$ cat src/hw/bsld_pkg.sv
// Purpose: Shared constants and types for the branch/skip/load decoder
// Assumes: 16-bit instruction words, 8-bit registers, word-addressed PC
// Notes: Instruction encodings below are this core's own format
// Behaviour
// RULE_01 - Compare-immediate subtracts, no store, sets Z N V C H, one clock
// RULE_02 - Skip-if-register-bit-clear skips next word(s), 1/2/3 clocks
// RULE_03 - Skip-if-register-bit-set skips next instruction when bit is one
// RULE_04 - Skip-if-I/O-bit-clear skips next instruction when bit reads zero
// RULE_05 - Skip-if-I/O-bit-set skips next instruction when I/O bit reads one
// RULE_06 - Branch-if-status-bit-set jumps PC+k+1 when bit set, 1 or 2 clocks
// RULE_07 - Branch-if-status-bit-clear jumps PC+k+1 when bit clear, 1/2 clocks
// RULE_08 - Carry branches jump on carry one or carry zero, flags untouched
// RULE_09 - Unsigned same-or-higher branch is the carry-zero branch
// RULE_10 - Signed at-least jumps when N xor V is zero; less-than when one
// RULE_11 - Half-carry branches jump on H one or H zero
// RULE_12 - Interrupts-on branch jumps PC+k+1 when I is one
// RULE_13 - Interrupts-off branch jumps PC+k+1 when I is zero
// RULE_14 - Post-increment load reads at pointer, then bumps it, two clocks
// RULE_15 - Pre-decrement load drops pointer first then reads, two clocks
// RULE_16 - Displacement load reads pointer plus q, pointer kept, two clocks
// RULE_17 - Register copy and pair copy take one clock, no flags
// RULE_18 - Load-constant takes one clock; plain pointer load takes two
package bsld_pkg;
  // ==========================================================
  // Opcodes, bits 15:12 of the instruction word
  typedef enum logic [3:0] {
    OP_NOP = 4'b0000, OP_CMPI = 4'b0001, OP_LOADK = 4'b0010,
    OP_COPY = 4'b0011, OP_SKIP = 4'b0100, OP_BRSET = 4'b0101,
    OP_BRCLR = 4'b0110, OP_LDPTR = 4'b0111, OP_LDDISP = 4'b1000
  } bsld_op_t;
  typedef enum logic [1:0] {
    ST_RUN = 2'b00, ST_STALL = 2'b01, ST_LOAD = 2'b10
  } bsld_state_t;
  typedef struct packed {
    logic rd;
    logic [15:0] addr;
  } bsld_mem_req_t;
  // ==========================================================
  // Status flag positions
  localparam int FLAG_C = 0;
  localparam int FLAG_Z = 1;
  localparam int FLAG_N = 2;
  localparam int FLAG_V = 3;
  localparam logic [2:0] FLAG_S = 3'h4;
  localparam int FLAG_H = 5;
  localparam int FLAG_I = 7;
  // Pointer pair low registers
  localparam logic [4:0] PTR_X = 5'h1a;
  localparam logic [4:0] PTR_Y = 5'h1c;
  localparam logic [4:0] PTR_Z = 5'h1e;
  localparam logic [1:0] MODE_POSTINC = 2'h1;
  localparam logic [1:0] MODE_PREDEC = 2'h2;
  // Extra stall cycles
  localparam logic [1:0] STALL_ONE = 2'h1;
  localparam logic [1:0] STALL_TWO = 2'h2;
  // ==========================================================
  // Register map
  localparam logic [7:0] ADDR_CTRL = 8'h00;
  localparam logic [7:0] ADDR_FLAGS = 8'h04;
  localparam logic [7:0] ADDR_PC = 8'h08;
  localparam logic [7:0] ADDR_RF = 8'h80;
  localparam logic [7:0] RESET_FLAGS = 8'h00;
  localparam logic [15:0] RESET_PC = 16'h0000;
endpackage : bsld_pkg

$ cat src/hw/bsld_core.sv
// Purpose: Executes compare, skip, branch, copy and load instructions
// Assumes: Memory answers memRdData in the cycle memReq.rd is high
// Notes: Register file and status flags live here; AHB-Lite for control
`timescale 1ns/10ps
module bsld_core
  import bsld_pkg::*;
(
  // Clock and reset
  input logic core_clk,
  input logic srst,
  // AHB-Lite slave
  input logic hsel,
  input logic [31:0] haddr,
  input logic [1:0] htrans,
  input logic hwrite,
  input logic [2:0] hsize,
  input logic [31:0] hwdata,
  input logic hready,
  output logic [31:0] hrdata,
  output logic hreadyout,
  output logic hresp,
  // Instruction fetch
  input logic instrValid,
  input logic [15:0] instrWord,
  input logic nextIsLong,
  output logic instrReady,
  output logic [15:0] pc,
  // I/O bit space and data memory
  input logic [255:0] ioSpace,
  output bsld_mem_req_t memReq,
  input logic [7:0] memRdData
);

  // ==========================================================
  // State
  logic [7:0] rf_q [0:31];
  bsld_state_t state_q, state_d;
  logic [1:0] stall_q, stall_d;
  logic [15:0] pc_q, pc_d;
  logic [7:0] flags_q;
  logic run_q, ready_q, wrPend_q;
  logic [7:0] wrAddr_q;
  logic [4:0] ldDest_q;
  bsld_mem_req_t mem_q;
  logic [31:0] hrdata_q;
  logic hready_q;

  function automatic logic [4:0] ptrBase(input logic [1:0] sel);
    ptrBase = (sel == 2'h0) ? PTR_X : (sel == 2'h1) ? PTR_Y : PTR_Z;
  endfunction : ptrBase

  // ==========================================================
  // Decode
  bsld_op_t op;
  logic accept, bitv, skipTake, flagv, brTake, isLoad;
  logic [4:0] dHi, base, sAddr;
  logic [7:0] kImm, rdv;
  logic [8:0] diff;
  logic [4:0] hdiff;
  logic [15:0] kExt, ptrVal, ptrNew, ldAddr;
  logic [1:0] mode;
  logic [7:0] cmpFlags;

  assign op = bsld_op_t'(instrWord[15:12]);
  assign accept = ready_q & instrValid;
  assign dHi = {1'b1, instrWord[11:8]};
  assign kImm = instrWord[7:0];
  assign rdv = rf_q[dHi];
  assign diff = {1'b0, rdv} - {1'b0, kImm};
  assign hdiff = {1'b0, rdv[3:0]} - {1'b0, kImm[3:0]};
  always_comb
  begin
    cmpFlags = flags_q;
    cmpFlags[FLAG_C] = diff[8]; // see RULE_01
    cmpFlags[FLAG_Z] = (diff[7:0] == 8'h00);
    cmpFlags[FLAG_N] = diff[7];
    cmpFlags[FLAG_V] = (rdv[7] ^ kImm[7]) & (rdv[7] ^ diff[7]);
    cmpFlags[FLAG_S] = diff[7] ^ cmpFlags[FLAG_V];
    cmpFlags[FLAG_H] = hdiff[4];
  end

  assign sAddr = instrWord[7:3];
  // Register form tests a general register, I/O form a bit of ioSpace
  assign bitv = instrWord[11] ? ioSpace[{sAddr, instrWord[2:0]}]
                              : rf_q[sAddr][instrWord[2:0]];
  assign skipTake = (bitv == instrWord[10]); // see RULE_02 see RULE_04

  // Carry, half carry and interrupt branches are bit aliases; signed ones test N xor V
  assign flagv = (instrWord[2:0] == FLAG_S)
               ? (flags_q[FLAG_N] ^ flags_q[FLAG_V]) // see RULE_10
               : flags_q[instrWord[2:0]]; // see RULE_08 see RULE_11
  assign brTake = (op == OP_BRSET) ? flagv : ~flagv; // see RULE_06
  assign kExt = {{9{instrWord[9]}}, instrWord[9:3]};

  assign mode = instrWord[9:8];
  assign base = (op == OP_LDDISP) ? (instrWord[11] ? PTR_Z : PTR_Y)
                                  : ptrBase(instrWord[11:10]);
  assign ptrVal = {rf_q[base + 5'h01], rf_q[base]};
  assign ptrNew = (mode == MODE_PREDEC) ? ptrVal - 16'h0001
                                        : ptrVal + 16'h0001;
  always_comb
  begin
    ldAddr = ptrVal; // see RULE_14
    if (op == OP_LDDISP)
      ldAddr = ptrVal + {10'h000, instrWord[10:5]}; // see RULE_16
    else if (mode == MODE_PREDEC)
      ldAddr = ptrNew; // see RULE_15
  end
  assign isLoad = (op == OP_LDPTR) | (op == OP_LDDISP);

  // ==========================================================
  // Next PC, stall length and state
  always_comb
  begin
    pc_d = pc_q;
    stall_d = stall_q;
    state_d = state_q;
    case (state_q)
      ST_RUN:
      begin
        if (accept)
        begin
          pc_d = pc_q + 16'h0001;
          if (op == OP_SKIP && skipTake)
          begin
            // see RULE_03 see RULE_05
            pc_d = pc_q + (nextIsLong ? 16'h0003 : 16'h0002);
            stall_d = nextIsLong ? STALL_TWO : STALL_ONE;
            state_d = ST_STALL;
          end
          else if ((op == OP_BRSET || op == OP_BRCLR) && brTake)
          begin
            // see RULE_07 see RULE_09 see RULE_12 see RULE_13
            pc_d = pc_q + kExt + 16'h0001;
            stall_d = STALL_ONE;
            state_d = ST_STALL;
          end
          else if (isLoad)
            state_d = ST_LOAD; // see RULE_18
        end
      end
      ST_STALL:
      begin
        stall_d = stall_q - 2'h1;
        if (stall_q == STALL_ONE)
          state_d = ST_RUN;
      end
      ST_LOAD: state_d = ST_RUN;
      default: state_d = ST_RUN;
    endcase
  end

  always_ff @(posedge core_clk)
  begin
    if (srst)
    begin
      state_q <= ST_RUN;
      stall_q <= 2'h0;
      pc_q <= RESET_PC;
      ready_q <= 1'b0;
    end
    else
    begin
      state_q <= state_d;
      stall_q <= stall_d;
      pc_q <= pc_d;
      // Halting only blocks new instructions, never one in flight
      ready_q <= run_q & (state_d == ST_RUN);
    end
  end

  // ==========================================================
  // Register file
  always_ff @(posedge core_clk)
  begin
    if (srst)
    begin
      for (int i = 0; i < 32; i++)
        rf_q[i] <= 8'h00;
    end
    else if (state_q == ST_LOAD)
      rf_q[ldDest_q] <= memRdData; // see RULE_14
    else if (accept)
    begin
      case (op)
        OP_LOADK: rf_q[dHi] <= kImm; // see RULE_18
        OP_COPY:
          if (instrWord[11:10] == 2'h0)
            rf_q[instrWord[9:5]] <= rf_q[instrWord[4:0]]; // see RULE_17
          else
          begin
            rf_q[{instrWord[7:4], 1'b0}] <= rf_q[{instrWord[3:0], 1'b0}];
            rf_q[{instrWord[7:4], 1'b1}] <= rf_q[{instrWord[3:0], 1'b1}];
          end
        OP_LDPTR:
          if (mode == MODE_POSTINC || mode == MODE_PREDEC)
          begin
            rf_q[base] <= ptrNew[7:0]; // see RULE_14 see RULE_15
            rf_q[base + 5'h01] <= ptrNew[15:8];
          end
        default: ;
      endcase
    end
  end

  // ==========================================================
  // Memory request
  always_ff @(posedge core_clk)
  begin
    if (srst)
    begin
      mem_q <= '0;
      ldDest_q <= 5'h00;
    end
    else
    begin
      mem_q.rd <= accept & isLoad;
      if (accept & isLoad)
      begin
        mem_q.addr <= ldAddr;
        ldDest_q <= (op == OP_LDDISP) ? instrWord[4:0] : instrWord[7:3];
      end
    end
  end

  // ==========================================================
  // Flags; a compare in the same cycle beats a software write
  always_ff @(posedge core_clk)
  begin
    if (srst)
      flags_q <= RESET_FLAGS;
    else if (accept && op == OP_CMPI)
      flags_q <= cmpFlags; // see RULE_01
    else if (wrPend_q && wrAddr_q == ADDR_FLAGS)
      flags_q <= hwdata[7:0];
  end

  // ==========================================================
  // AHB-Lite slave, zero wait states, always OKAY
  logic aPhase;
  assign aPhase = hsel & htrans[1] & hready;
  always_ff @(posedge core_clk)
  begin
    if (srst)
    begin
      wrPend_q <= 1'b0;
      wrAddr_q <= 8'h00;
      hrdata_q <= 32'h0000_0000;
      hready_q <= 1'b1;
      run_q <= 1'b0;
    end
    else
    begin
      hready_q <= 1'b1;
      wrPend_q <= aPhase & hwrite;
      wrAddr_q <= haddr[7:0];
      if (wrPend_q && wrAddr_q == ADDR_CTRL)
        run_q <= hwdata[0];
      hrdata_q <= 32'h0000_0000;
      if (aPhase && !hwrite && haddr[31:8] == 24'h00_0000)
      begin
        if (haddr[7:0] == ADDR_CTRL)
          hrdata_q <= {31'h0000_0000, run_q};
        else if (haddr[7:0] == ADDR_FLAGS)
          hrdata_q <= {24'h00_0000, flags_q};
        else if (haddr[7:0] == ADDR_PC)
          hrdata_q <= {16'h0000, pc_q};
        else if (haddr[7] && haddr[1:0] == 2'h0)
          hrdata_q <= {24'h00_0000, rf_q[haddr[6:2]]};
      end
    end
  end

  assign hrdata = hrdata_q;
  assign hreadyout = hready_q;
  assign hresp = 1'b0 & hready_q;
  assign instrReady = ready_q;
  assign pc = pc_q;
  assign memReq = mem_q;
endmodule : bsld_core

$ cat config.mk
export PLATFORM = sky130hd
export DESIGN_NAME = bsld_core
export DESIGN_NICKNAME = d
export VERILOG_FILES = /design/src/hw/bsld_pkg.sv /design/src/hw/bsld_core.sv
export SDC_FILE = /design/constraint.sdc
export NUM_CORES = 1
export LEC_CHECK = 0
export BUFFER_PORTS_ARGS = -buffer_cell sky130_fd_sc_hd__buf_2
export CORE_ASPECT_RATIO = 1.5
export CORE_UTILIZATION = 65
export CTS_BUF_LIST = sky130_fd_sc_hd__clkbuf_8
export DETAILED_ROUTE_END_ITERATION = 8
export GPL_ROUTABILITY_DRIVEN = 0
export PLACE_DENSITY = 0.95
export SETUP_SLACK_MARGIN = 0.4
export SLEW_MARGIN = 20
export SYNTH_ARGS = -nofsm -noshare
export SYNTH_HDL_FRONTEND = slang
export SYNTH_SLANG_ARGS = --single-unit
$ cat constraint.sdc
create_clock -name core_clk -period 15.89 [get_ports core_clk]
set_input_delay 4.767 -clock core_clk [delete_from_list [all_inputs] [get_ports core_clk]]
set_output_delay 4.767 -clock core_clk [all_outputs]
set_load 0.1 [all_outputs]
==> results.sh, run 1 <==
export IMPL_die_x_um=174
export IMPL_ctsResizeCount=0
export IMPL_clock_sinks=333
export IMPL_synth_yosys_seq_area_share_pct=32.1
export IMPL_synthesis_area_mm2=0.0287
export IMPL_htree_levels=2
export IMPL_yosys_area_top_type="mux4_2"
export IMPL_rows=94
export IMPL_yosysUniqueCellTypes=84
export IMPL_yosys_top_cells_count="mux4_2 (377), edfxtp_1 (256), nand2_1 (245)"
export IMPL_root_buffer="clkbuf_8"
export IMPL_dieHeight_um=260
export IMPL_clockBufferDepth=3
export IMPL_synth_xor_area_share_pct=1.66
export IMPL_status="aborted with a tool error"
export IMPL_grt_pass1_wl_um=228000
export IMPL_yosysWarnings=0
export IMPL_yosys_area_share_simple_pct=11.0
export IMPL_postCtsSetupRepairBufs=0
export IMPL_place_inst=3308
export IMPL_async_flop_share_pct=0
export IMPL_yosysTopAreaCellShare_pct=29.5
export IMPL_grt_max_degree=126
export IMPL_boundaryPins=424
export IMPL_synth_compound_area_share_pct=14.8
export IMPL_numCtsBuffers=50
export IMPL_start_util_pct=65.7
export IMPL_postCtsHoldBufs=0
export IMPL_synth_edf_count=256
export IMPL_grt_pass1_vias=33800
export IMPL_syn_inst=2557
export IMPL_yosys_top_cells_area="mux4_2 (30%), edfxtp_1 (27%), dfxtp_1 (5.4%)"
export IMPL_ys_ff_latch=333
export IMPL_failed_stage="global routing"
export IMPL_overflow=121
export IMPL_post_synth_top_count_cell="mux4_2"
export IMPL_synthAdderAreaFrac_pct=2.44
export IMPL_port_buffers=377
export IMPL_avgSynthCellArea_um2=11.2
export IMPL_synth_main_ff_cell="edfxtp_1"
export IMPL_synth_top_family_by_area="multiplexers"
export IMPL_synth_mux_area_share_pct=32.7
export IMPL_dp_hpwl_um=87400
export IMPL_first_error="[ERROR GRT-0116] Global routing finished with congestion. Check the congestion regions in the DRC Viewer."
export IMPL_gr_usage_all_layers_pct=70.3
==> metrics by stage <==
stage          hold slack [ps]  utilization (%)  setup WS, ps  instance area, um2
4_1_cts                    463             72.2          5890               31600
3_5_place_dp               453             69.8          5280               30500
3_3_place_gp               440             69.7          5590               30500
2_1_floorplan              467                -          6100               28800
==> layer usage <==
metal  GRT usage [%]  GRT overflow
met4            71.2            56
met3            60.2             4
met5            35.0             1
met2            86.7            54
met1            65.3             6
==> cells by family after synthesis <==
family,after synthesis
AO/OA/AOI/OAI,659
XOR/XNOR,53
adder cells (fa/ha/maj),53
buffers and inverters,306
flip-flops,333
multiplexers,464
other,2
AND/OR/NAND/NOR,687
==> inputs of run 2 (changes only) <==
- CORE_ASPECT_RATIO: 1.5 -> unset
- CORE_UTILIZATION: 65 -> 40
- CTS_BUF_LIST: sky130_fd_sc_hd__clkbuf_8 -> unset
- PLACE_DENSITY: 0.95 -> unset
- PLACE_DENSITY_LB_ADDON: unset -> 0.15
- SETUP_SLACK_MARGIN: 0.4 -> unset
==> results.sh, run 2 <==
export IMPL_clock_skew_ps=29.3
export IMPL_clock_sinks=333
export IMPL_root_buffer="clkbuf_16"
export IMPL_final_common_cell="mux4_2"
export IMPL_crit_fanout=40
export IMPL_status="completed"
export IMPL_yosysUniqueCellTypes=84
export IMPL_post_synth_top_count_cell="mux4_2"
export IMPL_viasPerCell=6.98
export IMPL_hold_viol_final=0
export IMPL_grt_pass1_vias=25200
export IMPL_place_area_mm2=0.0310
export IMPL_first_pass_iters=8
export IMPL_syn2layout_area_growth_pct=13.0
export IMPL_synth_yosys_seq_area_share_pct=32.1
export IMPL_dieArea_mm2=0.0729
export IMPL_yosys_area_top_type="mux4_2"
export IMPL_fin_setup_tns_ps=0
export IMPL_cts_tree="built"
export IMPL_period_share_pct=62.3
export IMPL_fmax_mhz=101
export IMPL_ys_ff_latch=333
export IMPL_largest_reg_flops=256
export IMPL_drt_wl_total_um=123000
export IMPL_synth_mux_area_share_pct=32.7
export IMPL_postCtsHoldBufs=0
export IMPL_rows=97
export IMPL_synthAdderAreaFrac_pct=2.44
export IMPL_path_clk_slew_ps=60
export IMPL_synth_compound_area_share_pct=14.8
export IMPL_drc=0
export IMPL_synth_xor_area_share_pct=1.66
export IMPL_synthesis_area_mm2=0.0287
export IMPL_clk_latency_ps=610
export IMPL_crit_chain="buf_2 -> buf_4 -> clkinv_1 -> nor2_1 -> o2111a_1 -> o31ai_1 -> a211oi_1 -> a31oi_1 -> a211oi_1 -> mux2i_4 -> buf_4 -> or2_0 -> o211ai_1 -> mux2_2"
export IMPL_antenna_found_initial=19
export IMPL_port_buffers=377
export IMPL_clockBufferDepth=3
export IMPL_yosys_area_share_simple_pct=11.0
export IMPL_crit_slowest_cell="nor2_1"
export IMPL_wl_per_cell_um=32.5
export IMPL_cp_arrival_ps=10380
export IMPL_largest_register="rf_q"
export IMPL_leakagePower_nw=11.8
export IMPL_async_flop_share_pct=0
export IMPL_boundaryPins=424
export IMPL_rrSetupSlack_ps=10890
export IMPL_syn_inst=2557
export IMPL_die_x_um=270
export IMPL_design_area_mm2=0.0325
export IMPL_grt_pass1_wl_um=176000
export IMPL_ant_nets=0
export IMPL_start_kind="input pin"
export IMPL_coreArea_mm2=0.0705
export IMPL_rsz0062_at_grt="false"
export IMPL_gr_usage_all_layers_pct=32.7
export IMPL_critPathCaptureType="flip-flop"
export IMPL_avgSynthCellArea_um2=11.2
export IMPL_vdd_drop_max_mv=0.0853
export IMPL_slew_violations=0
export IMPL_relSlewSlack_pct=24.0
export IMPL_synth_edf_count=256
export IMPL_fin_crit_ps=9900
export IMPL_start_util_pct=40.8
export IMPL_vias=26300
export IMPL_finalSetupViolCount=0
export IMPL_final_cell_mix="mux4_2 (377), buf_2 (372), edfxtp_1 (256), nand2_1 (245), o22ai_1 (240)"
export IMPL_critPathKind="in2reg"
export IMPL_worst_pin_slew_ps=1130
export IMPL_overflow=0
export IMPL_grt_max_degree=100
export IMPL_required_ps=16370
export IMPL_htree_levels=2
export IMPL_yosysWarnings=0
export IMPL_numCtsBuffers=41
export IMPL_yosys_top_cells_count="mux4_2 (377), edfxtp_1 (256), nand2_1 (245)"
export IMPL_max_cap_viol_count=0
export IMPL_first_iter_violations=4089
export IMPL_p_per_area_mw_per_mm2=80.5
export IMPL_final_nets=3194
export IMPL_yosysTopAreaCellShare_pct=29.5
export IMPL_crit_path_max_incr_delay_ps=1030
export IMPL_synth_top_family_by_area="multiplexers"
export IMPL_postCtsSetupRepairBufs=0
export IMPL_drive_above_1_share_pct=33.0
export IMPL_yosys_top_cells_area="mux4_2 (30%), edfxtp_1 (27%), dfxtp_1 (5.4%)"
export IMPL_dieHeight_um=270
export IMPL_ctsResizeCount=0
export IMPL_dp_hpwl_um=88500
export IMPL_synth_main_ff_cell="edfxtp_1"
export IMPL_hp_class="reg2reg"
-- run 2: cell type report --
cell class / instances / area [um2]
Multi-Input combinational cell: 1934 / 18100
Fill cell: 6485 / 38000
Sequential cell: 333 / 9230
Inverter: 43 / 161
Clock inverter: 26 / 359
Tap cell: 940 / 1180
Clock buffer: 49 / 1100
Timing Repair Buffer: 432 / 2340
Antenna cell: 12 / 30.0
-- run 2: worst paths after layout --
check | from | to | cells past startpoint
setup reg to reg | state_q[1]$_SDFF_PP0_ | rf_q[13][2]$_DFFE_PP_ | 9
hold reg to reg | memReq[15]$_SDFFE_PP0P_ | memReq[15]$_SDFFE_PP0P_ | 2
hold / removal | memReq[15]$_SDFFE_PP0P_ | memReq[15]$_SDFFE_PP0P_ | 2
setup / recovery | instrWord[6] | pc[15]$_SDFFE_PP0P_ | 14
-- run 2: logic make-up (layout without fill, tap and decap cells) --
kind of cell               Yosys count  count (layout)
xor gates and xnor gates            53              53
adders and majority gates           53              53
other                                2              30
DFF                                333             333
and+or+nand+nor                    687             687
AOI/OAI and AO/OA                  659             659
buffers and inverters              306             550
muxes                              464             464
-- run 2: power by group --
part           total (W)  internal (W)  switching [W]
Sequential      0.000990      0.000959      0.0000304
Combinational   0.000594      0.000245       0.000349
Clock            0.00103      0.000613       0.000418
Total            0.00261       0.00182       0.000797
-- run 2: metal layers --
metal	share of wire (%)	wire (um)	GRT usage (%)	vias to the layer above
met5	0.011	13	0	-
met4	5.9	7230	17.2	2
met3	12	14500	8.24	354
met2	47	57600	52.9	2078
met1	35	43100	40.2	13000
li1	-	-	-	10800
-- run 2: stage by stage --
step                      total power, W  util (%)  cells  worst slack [ps]  hold WS, ps
after floorplan                  0.00139         -   2573              6100          467
after global placement           0.00158      44.0   3682              5690          440
after detailed placement         0.00159      44.0   3682              5700          440
after CTS                        0.00260      46.0   3757              6310          452
after global routing             0.00268      46.1   3769              5930          468
final                            0.00261      46.1   3769              5990          453
-- run 2: worst max-delay path: cells and delay by family --
| kind | cells | cell delay, ps |
|---|---|---|
| AOI/OAI and AO/OA | 6 | 1890 |
| and+or+nand+nor | 2 | 1440 |
| muxes | 2 | 640 |
| buffers and inverters | 4 | 1600 |
No activity file was read; power rests on OpenSTA's default activity.
==> inputs of run 3 (changes only) <==
- clock period: 15.89 -> 9.5 ns (I/O delays scaled with it)
==> results.sh, run 3 (same netlist as run 2, synthesis figures left out) <==
export IMPL_dp_hpwl_um=89900
export IMPL_hp_class="reg2reg"
export IMPL_largest_reg_flops=256
export IMPL_port_buffers=377
export IMPL_postCtsHoldBufs=0
export IMPL_p_per_area_mw_per_mm2=131
export IMPL_drive_above_1_share_pct=33.1
export IMPL_min_path_cells=2
export IMPL_leakagePower_nw=11.8
export IMPL_period_share_pct=77.9
export IMPL_clock_sinks=333
export IMPL_final_cell_mix="mux4_2 (377), buf_2 (372), edfxtp_1 (256), nand2_1 (245), o22ai_1 (240)"
export IMPL_slew_violations=0
export IMPL_max_cap_viol_count=0
export IMPL_die_x_um=270
export IMPL_clock_skew_ps=23.2
export IMPL_numCtsBuffers=40
export IMPL_final_common_cell="mux4_2"
export IMPL_rows=97
export IMPL_cts_tree="built"
export IMPL_holdWs_ps=460
export IMPL_start_kind="input pin"
export IMPL_fin_setup_tns_ps=0
export IMPL_postCtsSetupRepairBufs=0
export IMPL_hold_viol_final=0
export IMPL_status="completed"
export IMPL_gr_usage_all_layers_pct=33.2
export IMPL_critPathKind="in2reg"
export IMPL_cp_arrival_ps=7690
export IMPL_min_delay_start="memReq[1]$_SDFFE_PP0P_"
export IMPL_drt_wl_total_um=124000
export IMPL_finalSetupViolCount=0
export IMPL_htree_levels=2
export IMPL_fill_cells=6478
export IMPL_ant_nets=0
export IMPL_final_nets=3202
export IMPL_coreArea_mm2=0.0705
export IMPL_path_clk_slew_ps=60
export IMPL_boundaryPins=424
export IMPL_rrSetupSlack_ps=4510
export IMPL_crit_fanout=24
export IMPL_grt_max_degree=100
export IMPL_clockBufferDepth=3
export IMPL_critPathCaptureType="flip-flop"
export IMPL_worst_pin_slew_ps=1150
export IMPL_vdd_drop_max_mv=0.111
export IMPL_rsz0062_at_grt="false"
export IMPL_overflow=0
export IMPL_fin_crit_ps=7400
export IMPL_root_buffer="clkbuf_16"
export IMPL_dieHeight_um=270
export IMPL_multi_input_area_mm2=0.0181
export IMPL_largest_register="rf_q"
export IMPL_ctsResizeCount=0
export IMPL_first_pass_iters=9
export IMPL_syn2layout_area_growth_pct=12.8
export IMPL_viasPerCell=7.05
export IMPL_seq_area_mm2=0.00923
export IMPL_reg2reg_from="instrReady$_SDFF_PP0_"
export IMPL_required_ps=9780
export IMPL_clk_latency_ps=590
export IMPL_fmax_mhz=135
export IMPL_dieArea_mm2=0.0729
export IMPL_first_iter_violations=3516
export IMPL_worst_r2r_path_depth=9
export IMPL_start_util_pct=40.8
export IMPL_antenna_found_initial=20
export IMPL_min_to="memReq[1]$_SDFFE_PP0P_"
export IMPL_wl_per_cell_um=32.8
export IMPL_r2r_end="rf_q[7][1]$_DFFE_PP_"
export IMPL_grt_pass1_vias=25800
export IMPL_drc=0
export IMPL_relSlewSlack_pct=22.5
export IMPL_grt_pass1_wl_um=179000
export IMPL_vias=26600
## run 3: cell types whose count changed in the layout (fill, tap and decap cells not counted), moves of 3 or more
cell,before,now
buf_4,56,64
bufinv_16,7,4
clkbuf_1,5,9
clkinv_1,9,5
diode_2,12,15
inv_6,0,3
## run 3: worst max-delay path by stage
stage | from | endpoint | slack (ps) | cells past startpoint
finish | instrWord[13] | rf_q[29][6]$_DFFE_PP_ | 2100 | 17
global route | instrWord[13] | rf_q[29][6]$_DFFE_PP_ | 1760 | 18
CTS | instrWord[12] | rf_q[29][6]$_DFFE_PP_ | 2200 | 17
detailed placement | instrWord[13] | rf_q[29][6]$_DFFE_PP_ | 1620 | 17
global placement | instrWord[13] | rf_q[27][6]$_DFFE_PP_ | 1610 | 18
floorplan | instrWord[8] | flags_q[1]$_SDFFE_PP0P_ | 1630 | 19
## run 3: layout make-up
class,count,area share (%)
Antenna cell,15,0.116
Clock buffer,51,3.31
Clock inverter,22,0.718
Inverter,43,0.498
Multi-Input combinational cell,1934,55.8
Sequential cell,333,28.5
Tap cell,940,3.63
Timing Repair Buffer,441,7.47
## run 3: per-layer routing
layer / GRT usage [%] / share of wire (%) / vias to the layer above
li1: - / - / 10800
met1: 40.5 / 35 / 13300
met2: 53.3 / 47 / 2084
met3: 8.13 / 11 / 405
met4: 19.4 / 6.6 / 8
met5: 0.526 / 0.078 / -
## run 3: through the flow
step                total power, W  std cells  util [%]  instance area (um2)  setup WS, ps
finish                     0.00425       3779      46.0                32400          2100
floorplan                  0.00232       2573         -                28800          1630
CTS                        0.00423       3764      45.9                32400          2200
detailed placement         0.00266       3691      44.1                31100          1620
global placement           0.00264       3691      44.1                31100          1610
global route               0.00435       3777      46.0                32400          1760
## run 3: critical path: stages
cell,delay (ps)
buf_2,190
nor4b_4,70
buf_4,230
nor2_1,440
buf_4,320
mux2i_1,100
o21ai_0,620
ha_1,400
a21boi_0,150
o21ai_0,220
a21boi_0,160
o21ai_0,250
a21oi_1,130
o41ai_1,610
nor2_1,110
a211oi_1,610
o21ai_0,200
## run 3: power breakdown
| group | internal, W | switching, W |
|---|---|---|
| Combinational | 0.000412 | 0.000588 |
| Sequential | 0.00160 | 0.0000523 |
| Clock | 0.000914 | 0.000682 |
| Total | 0.00293 | 0.00132 |
